[src/include/amso_pkg.sv]
// Purpose: shared constants and carriers for the address map and start-up option block
// Assumes: one 50 MHz clock, asynchronous active-low reset
// Notes: option bit meanings beyond the erased default are not decoded here
package amso_pkg;
	localparam int PC_W = 12;
	localparam int RA_W = 8;
	localparam int DW = 8;
	localparam logic [11:0] PROG_TOP = 12'hfff;
	localparam logic [11:0] VEC_TOP = 12'h0ff;
	localparam logic [11:0] OPT_LO = 12'h03c;
	localparam logic [11:0] OPT_HI = 12'h03f;
	localparam logic [11:0] OPT_A = 12'h03e;
	localparam logic [11:0] OPT_B = 12'h03f;
	localparam logic [11:0] RESET_PC = 12'h100;
	localparam logic [7:0] ERASED = 8'hff;
	localparam logic [7:0] GP_TOP = 8'hbf;
	localparam logic [7:0] WORK_LO = 8'hc0;
	localparam logic [7:0] WORK_HI = 8'hcf;
	localparam int LVR_BIT = 7;
	localparam int OSC_BIT = 1;
	localparam int CTRL_BYTES = 37;
	localparam int GP_BYTES = 208;
	// programming pin sampling
	localparam int SYNC_STAGES = 2;

	typedef enum logic [1:0] {
		AMSO_ST_OPT_A = 2'b00,
		AMSO_ST_OPT_B = 2'b01,
		AMSO_ST_RUN = 2'b10
	} amso_state_t;

	typedef struct packed {
		logic low_voltage_reset;
		logic internal_rc;
		logic [7:0] opt_a;
		logic [7:0] opt_b;
	} amso_cfg_t;

	typedef struct packed {
		logic sda_out;
		logic sda_oe;
	} amso_sda_t;
endpackage

[src/rtl/amso_regfile.sv]
// Purpose: 8-bit internal register file, single page
// Assumes: control space above cfh lives in peripherals outside
// Notes: flip-flop storage, one write port and one read port
`timescale 1ns/1ps
module amso_regfile #(
	parameter int DEPTH = 208
) (
	input wire logic clock,
	input wire logic arst_n,
	input wire logic wr_en,
	input wire logic [7:0] addr,
	input wire logic [7:0] wdata,
	output logic [7:0] rdata
);
	logic [7:0] mem [DEPTH];
	logic [7:0] rd_q;

	// refuse a depth the address decode cannot serve
	if (DEPTH != amso_pkg::GP_BYTES) begin : g_bad_depth
		$error("regfile depth must match gp space");
	end

	// only 00h..cfh stored; one page, no page select
	wire in_range = (addr <= amso_pkg::WORK_HI);

	always_ff @(posedge clock or negedge arst_n) begin
		if (!arst_n) begin
			rd_q <= 8'h00;
		end else begin
			if (wr_en && in_range) begin
				mem[addr] <= wdata;
			end
			rd_q <= in_range ? mem[addr] : 8'h00;
		end
	end
	assign rdata = rd_q;
endmodule

[src/rtl/amso_core.sv]
// Purpose: program memory map, reset start-up option load, register bus steering, programming pins
// Assumes: flash array read combinationally through prog_rdata, registered here
// Notes: option bytes are loaded before the first fetch and kept until reset
`timescale 1ns/1ps
// Overview of operation
// - program memory addressed over a twelve-bit bus
// - four kilobytes of flash, addresses 000h to fffh
// - lowest 256 bytes reserved for interrupt vectors
// - unused vectors act as program memory; 3ch-3fh hold option cells
// - first fetch after reset is at 0100h
// - only 03eh and 03fh configure the device
// - erased ffh options give low voltage reset on, internal rc clock
// - register file reached over separate eight-bit bus
// - top 64 bytes hold working, system and peripheral registers
// - 00h to bfh are general purpose registers
// - 245 bytes: 208 general purpose plus 37 control
// - one register page only, no page select
// - serial data driven by device on reads, tool on writes
// - programming voltage level selects write or read mode
module amso_core (
	input wire logic clock,
	input wire logic arst_n,
	input wire logic cpu_fetch,
	input wire logic [11:0] cpu_pc_next,
	output logic [11:0] prog_addr,
	input wire logic [7:0] prog_rdata,
	output logic [7:0] fetch_data,
	output logic fetch_valid,
	output logic cpu_start,
	output logic [7:0] cpu_reset_pc_lo,
	output logic low_voltage_reset,
	output logic internal_rc,
	output logic opt_cell_hit,
	output logic vector_hit,
	input wire logic reg_wr,
	input wire logic [7:0] reg_addr,
	input wire logic [7:0] reg_wdata,
	output logic [7:0] reg_rdata,
	output logic reg_ctrl_sel,
	input wire logic scl_in,
	input wire logic sda_in,
	output logic sda_out,
	output logic sda_oe,
	input wire logic vpp_high,
	input wire logic prog_mode,
	input wire logic prog_bit,
	output logic prog_sda_bit,
	output logic flash_write_mode
);
	amso_pkg::amso_state_t state;
	amso_pkg::amso_state_t next_state;
	amso_pkg::amso_cfg_t cfg;
	amso_pkg::amso_sda_t sda_q;
	logic [11:0] pc;
	logic [11:0] next_pc;
	logic [7:0] rf_rdata;
	logic [1:0] scl_sync;
	logic [1:0] sda_sync;
	logic [1:0] vpp_sync;
	logic [1:0] mode_sync;
	logic scl_prev;
	logic fetch_pend;
	logic opt_pend;
	logic vec_pend;

	// opt cell and vector region decoding is reused for fetch and flags
	function automatic logic in_span(input logic [11:0] a, input logic [11:0] lo, input logic [11:0] hi);
		in_span = (a >= lo) && (a <= hi);
	endfunction

	wire running = (state == amso_pkg::AMSO_ST_RUN);
	wire [11:0] fetch_addr = cpu_pc_next & amso_pkg::PROG_TOP;
	wire fetch_opt = in_span(fetch_addr, amso_pkg::OPT_LO, amso_pkg::OPT_HI);
	wire fetch_vec = in_span(fetch_addr, 12'h000, amso_pkg::VEC_TOP) && !fetch_opt;
	wire ctrl_space = reg_addr > amso_pkg::WORK_HI;
	wire gp_space = reg_addr <= amso_pkg::GP_TOP;
	wire write_mode = vpp_sync[1] && mode_sync[1];
	wire read_mode = !vpp_sync[1] && mode_sync[1];
	wire scl_rise = scl_sync[1] && !scl_prev;
	wire take_fetch = running && cpu_fetch && !mode_sync[1];

	// start-up walk: read 03eh, then 03fh, then release the cpu at 0100h
	always_comb begin
		next_state = state;
		next_pc = pc;
		case (state)
			amso_pkg::AMSO_ST_OPT_A: begin
				next_state = amso_pkg::AMSO_ST_OPT_B;
				next_pc = amso_pkg::OPT_B;
			end
			amso_pkg::AMSO_ST_OPT_B: begin
				next_state = amso_pkg::AMSO_ST_RUN;
				next_pc = amso_pkg::RESET_PC;
			end
			amso_pkg::AMSO_ST_RUN: begin
				if (cpu_fetch && !mode_sync[1]) begin
					next_pc = fetch_addr;
				end
			end
			default: begin
				next_state = amso_pkg::AMSO_ST_OPT_A;
				next_pc = amso_pkg::OPT_A;
			end
		endcase
	end

	// address and state; address held to 12 bits so it wraps in 4 kbytes
	always_ff @(posedge clock or negedge arst_n) begin
		if (!arst_n) begin
			state <= amso_pkg::AMSO_ST_OPT_A;
			pc <= amso_pkg::OPT_A;
		end else begin
			state <= next_state;
			pc <= next_pc;
		end
	end

	// options captured once: erased ffh leaves both enables set; 03ch/03dh never read
	always_ff @(posedge clock or negedge arst_n) begin
		if (!arst_n) begin
			cfg <= '{low_voltage_reset: 1'b1, internal_rc: 1'b1, opt_a: amso_pkg::ERASED, opt_b: amso_pkg::ERASED};
		end else if (state == amso_pkg::AMSO_ST_OPT_A) begin
			cfg.opt_a <= prog_rdata;
			cfg.low_voltage_reset <= prog_rdata[amso_pkg::LVR_BIT];
		end else if (state == amso_pkg::AMSO_ST_OPT_B) begin
			cfg.opt_b <= prog_rdata;
			cfg.internal_rc <= prog_rdata[amso_pkg::OSC_BIT];
		end
	end

	// fetch path; flags wait one cycle so they line up with the data of the new address
	always_ff @(posedge clock or negedge arst_n) begin
		if (!arst_n) begin
			fetch_data <= 8'h00;
			fetch_valid <= 1'b0;
			opt_cell_hit <= 1'b0;
			vector_hit <= 1'b0;
			fetch_pend <= 1'b0;
			opt_pend <= 1'b0;
			vec_pend <= 1'b0;
		end else begin
			fetch_data <= prog_rdata;
			fetch_pend <= take_fetch;
			opt_pend <= take_fetch && fetch_opt;
			vec_pend <= take_fetch && fetch_vec;
			fetch_valid <= fetch_pend;
			opt_cell_hit <= opt_pend;
			vector_hit <= vec_pend;
		end
	end

	// outputs that follow state, the captured options and the next program address
	always_ff @(posedge clock or negedge arst_n) begin
		if (!arst_n) begin
			cpu_start <= 1'b0;
			cpu_reset_pc_lo <= 8'h00;
			low_voltage_reset <= 1'b1;
			internal_rc <= 1'b1;
			prog_addr <= amso_pkg::OPT_A;
		end else begin
			cpu_start <= running;
			cpu_reset_pc_lo <= amso_pkg::RESET_PC[7:0];
			low_voltage_reset <= cfg.low_voltage_reset;
			internal_rc <= cfg.internal_rc;
			prog_addr <= next_pc;
		end
	end

	// single page gp store; control space answered by peripherals outside
	amso_regfile #(
		.DEPTH(amso_pkg::GP_BYTES)
	) u_regfile (
		.clock(clock),
		.arst_n(arst_n),
		.wr_en(reg_wr && !ctrl_space),
		.addr(reg_addr),
		.wdata(reg_wdata),
		.rdata(rf_rdata)
	);

	// register bus return; reg_ctrl_sel tells the cpu to take peripheral data instead
	always_ff @(posedge clock or negedge arst_n) begin
		if (!arst_n) begin
			reg_rdata <= 8'h00;
			reg_ctrl_sel <= 1'b0;
		end else begin
			reg_rdata <= rf_rdata;
			reg_ctrl_sel <= ctrl_space;
		end
	end

	// pins come from outside the clock domain; two flops before use
	always_ff @(posedge clock or negedge arst_n) begin
		if (!arst_n) begin
			scl_sync <= 2'b00;
			sda_sync <= 2'b00;
			vpp_sync <= 2'b00;
			mode_sync <= 2'b00;
			scl_prev <= 1'b0;
		end else begin
			scl_sync <= {scl_sync[0], scl_in};
			sda_sync <= {sda_sync[0], sda_in};
			vpp_sync <= {vpp_sync[0], vpp_high};
			mode_sync <= {mode_sync[0], prog_mode};
			scl_prev <= scl_sync[1];
		end
	end

	// serial data: drive only when reading, release on writes; clock never driven
	always_ff @(posedge clock or negedge arst_n) begin
		if (!arst_n) begin
			sda_q <= '{sda_out: 1'b0, sda_oe: 1'b0};
			prog_sda_bit <= 1'b0;
			flash_write_mode <= 1'b0;
		end else begin
			sda_q.sda_oe <= read_mode;
			if (read_mode) begin
				sda_q.sda_out <= prog_bit;
			end
			if (write_mode && scl_rise) begin
				prog_sda_bit <= sda_sync[1];
			end
			flash_write_mode <= write_mode;
		end
	end
	assign sda_out = sda_q.sda_out;
	assign sda_oe = sda_q.sda_oe;
endmodule

[config.mk]
export PLATFORM = sky130hd
export DESIGN_NAME = amso_core
export DESIGN_NICKNAME = d
export VERILOG_FILES = /design/src/include/amso_pkg.sv /design/src/rtl/amso_regfile.sv /design/src/rtl/amso_core.sv
export SDC_FILE = /design/constraint.sdc
export NUM_CORES = 2
export LEC_CHECK = 0
export BUFFER_PORTS_ARGS = -buffer_cell sky130_fd_sc_hd__buf_4
export CORE_MARGIN = 2
export CORE_UTILIZATION = 52
export CTS_CLUSTER_DIAMETER = 30
export DETAILED_ROUTE_END_ITERATION = 16
export PLACE_DENSITY = 0.68
export SYNTH_ARGS = -nofsm -noshare
export SYNTH_HDL_FRONTEND = slang
export SYNTH_SLANG_ARGS = --single-unit
[constraint.sdc]
create_clock -name clock -period 2.15 [get_ports clock]
set_input_delay 0.3225 -clock clock [delete_from_list [all_inputs] [get_ports clock]]
set_output_delay 0.3225 -clock clock [all_outputs]
set_load 0.005 [all_outputs]
==> out/results.txt <==
status: complete, but fails checks
failing checks: negative setup slack
Sequential Area: 0.05156 mm2
Die H: 362.0 um
Avg WL per Cell: 29.88 um
post-synthesis compound-gate area fraction: 3.200%
Fin Hold WS: 109.2 ps
Remaining DRCs: 0
Int Power: 71,580 uW
Setup CP Type: flip-flop to flip-flop
Worst-path clk slew: 50 ps
Cell Area, Synth: 0.06663 mm2
First-pass DRT Iterations: 7
DR iter-0 viols: 4,005
via count: 36.21k
worst-path fanout max: 1
mux contribution to synthesized area: 14.56%
CP Launch Point: u_regfile.mem[11][5]
share of the synthesized area in the top cell type: 74.99%
diode count: 0
largest family of logic cells by synthesized area: multiplexers
synth top area cells: edfxtp_1 (75%), mux4_2 (11%), mux2i_1 (2.9%), dfrtp_1 (2.0%), nor2_1 (1.3%)
most common cell after layout, fill and taps aside: edfxtp_1
peak supply drop: 0.0008796 V
Overflow after GRT: 0
largest net degree at the start of global routing: 73
adder-cell share of the synthesized area: 0%
Initial Utilization: 52.32%
# fillers: 7,679
sequential share of power: 41.0%
dominant cell type by area after synthesis: edfxtp_1
post-synthesis sequential area ratio: 77.37%
Avg Inst Size Synth: 20.35 um2
DP Wirelength: 108.7 mm
Netlist cell types: 44
max_cap viols: 0
Worst-Skew Late Latency: 900 ps
fraction of layout instances using a drive strength above 1: 38.14%
final number of hold-violating endpoints: 0
Setup Skew: 57.07 ps
area of the multi-input gates: 0.01541 mm2
Final setup viols: 6
H-tree Lvls: 5
Least-Margin Pin Slew: 828.5 ps
routed vias/inst: 6.173
FF-to-FF End: u_regfile.rdata[5]
first-pass GRT wire length: 254.7 mm
RR Startpoint: u_regfile.mem[11][5]
chip width: 362.0 um
minimum clock period: 2217 ps
CP required: 2900 ps
Worst R2R Setup Slack: -70 ps
clk buf depth: 4
dpl cell area: 0.07435 mm2
Syn Inst Count: 3,274
CP Capture Type: flip-flop
critical path depth: 7
synth warn: 0
XOR/XNOR Fraction of Synth Area: 0%
Leak: 0.02883 uW
fin util: 67.39%
FF+latch count, synth: 1,727
Die Area: 0.1310 mm2
postcts setup bufs: 0
Power per Cell Area: 1057 mW/mm2
clock root cell: clkbuf_16
Num Clock Sinks: 1,727
worst min-delay path class: primary input to flip-flop
Clock power frac: 54.3%
final setup margin: -67.41 ps
fin. max-slew vios: 0
max frequency: 451.0 MHz
placer congestion estimate: 0.9100
Worst R2R Path Depth: 7
most frequent cells in the layout: edfxtp_1 (1,664), buf_4 (374), mux4_2 (335)
crit share post-route: 103.1%
NetSw: 19,150 uW
Worst Path Buf+Inv: 1
capture point of the critical path: u_regfile.rdata[5]
GRT Overall Usage: 27.04%
CTS tree: done
Net Sw Frac: 21.11%
cts bufs inserted: 320
Synth Area in Simple Gates: 3.168%
# port buffers: 83
RSZ-0062 raised after global routing: true
final net count: 4,006
Slew headroom: 44.56%
I/O Pins: 92
CP cell instances: mux4_2, a22o_1, a221oi_4, o22ai_1, nor3_2, buf_4, a311oi_1
cell area after layout: 0.08583 mm2
delay-heaviest family, CP: compound AO/OA/AOI/OAI gates
Logic pwr share: 4.7%
Detail Route Antenna Nets: 0
Arrival @ worst endpoint: 2970 ps
Worst path slowest cell: mux4_2
Core ar.: 0.1274 mm2
CP max stage delay: 480 ps
CP startpoint kind: flip-flop
vias in the first global route: 37.33k
synthesis-to-layout area growth: 28.81%
initial antenna violation count: 3
Post-Route WL: 175.3 mm
Rows: 131
synth_stat cells, drive strengths merged:
| library cell | number |
|---|---|
| and2 | 8 |
| o21ai | 1 |
| a21oi | 38 |
| nor4bb | 1 |
| conb | 1 |
| nand2 | 136 |
| a41oi | 8 |
| mux2i | 195 |
| nand4 | 20 |
| or4 | 1 |
| or2 | 1 |
| nand3b | 2 |
| nor3 | 9 |
| mux4 | 335 |
| a31oi | 22 |
| o22ai | 14 |
| o2111ai | 1 |
| a22o | 29 |
| nor2b | 15 |
| nand3 | 62 |
| a22oi | 109 |
| inv | 3 |
| nor2 | 228 |
| mux2 | 18 |
| nand2b | 4 |
| buf | 128 |
| o31ai | 8 |
| clkinv | 1 |
| nor4 | 1 |
| dfrtp | 54 |
| o41ai | 8 |
| edfxtp | 1664 |
| a221oi | 30 |
| dfstp | 9 |
| a32oi | 8 |
| clkbuf | 83 |
| a211oi | 1 |
| and3 | 8 |
| a311oi | 7 |
| o211ai | 3 |
metrics by stage:
stage | setup TNS [ps] | cells | setup slack, ps | power [uW]
6_report | -207.9 | 5865 | -67.41 | 90740
5_1_grt | -628.9 | 5865 | -116.4 | 92990
4_1_cts | -321.7 | 5865 | -69.96 | 91130
3_5_place_dp | -461350 | 5252 | -1019 | 41860
3_3_place_gp | -429140 | 5252 | -980.3 | 41770
2_1_floorplan | -62860 | 3281 | -251.8 | 39660
cells by family after synthesis:
group	count (synthesis)
simple gates	496
other cells	1
flops	1727
buf+inv	215
mux	548
compound gates	287
power groups by stage:
stage | logic, uW | registers (uW) | clock network [uW]
floorplan | 1870 | 37800 | 0
global placement | 3950 | 37800 | 0
detailed placement | 4040 | 37800 | 0
CTS | 4220 | 37200 | 49700
global route | 4470 | 37200 | 51300
finish | 4270 | 37200 | 49300
flip-flops by register name (all words and copies together) (netlist names), 2 cells and up:
| name | cells |
|---|---|
| u_regfile.mem | 1664 |
| prog_addr | 12 |
| fetch_data | 8 |
| reg_rdata | 8 |
| u_regfile.rdata | 8 |
| cfg | 2 |
| mode_sync | 2 |
| scl_sync | 2 |
| sda_sync | 2 |
| state | 2 |
| vpp_sync | 2 |
timing repair:
item,in CTS,in global routing
pin swaps,10,12
hold buffers,49,0
resized for setup,40,13
endpoints found under the hold margin,453,0
endpoints found under the setup margin,8,8
metal layers:
metal	part of all wire, %	vias to the layer above	global-route usage, %	routed length (um)
li1	-	15000	-	-
met1	38	18820	36.23	67400
met2	48	2056	41.89	83430
met3	11	325	9.017	18960
met4	3.1	6	9.371	5426
met5	0.026	-	0	46
how the worst min path moves through the flow:
stage	cells past startpoint	start	to	slack [ps]
after floorplan	0	arst_n	cpu_start	30
final	2	vpp_high	vpp_sync[0]	110
after global routing	2	prog_rdata[6]	fetch_data[6]	70
after global placement	2	arst_n	reg_ctrl_sel	320
after detailed placement	2	arst_n	reg_ctrl_sel	310
after CTS	2	sda_in	sda_sync[0]	50
cell type report:
class	instances	share of cell area, %
multi-input combinational	1339	17.96
clock buffer	372	9.840
tap	1662	2.423
sequential	1727	60.07
timing repair buffer	569	7.145
inverter	4	0.01895
clock inverter	192	2.547
Note: power is estimated with default switching activity, not from simulation.
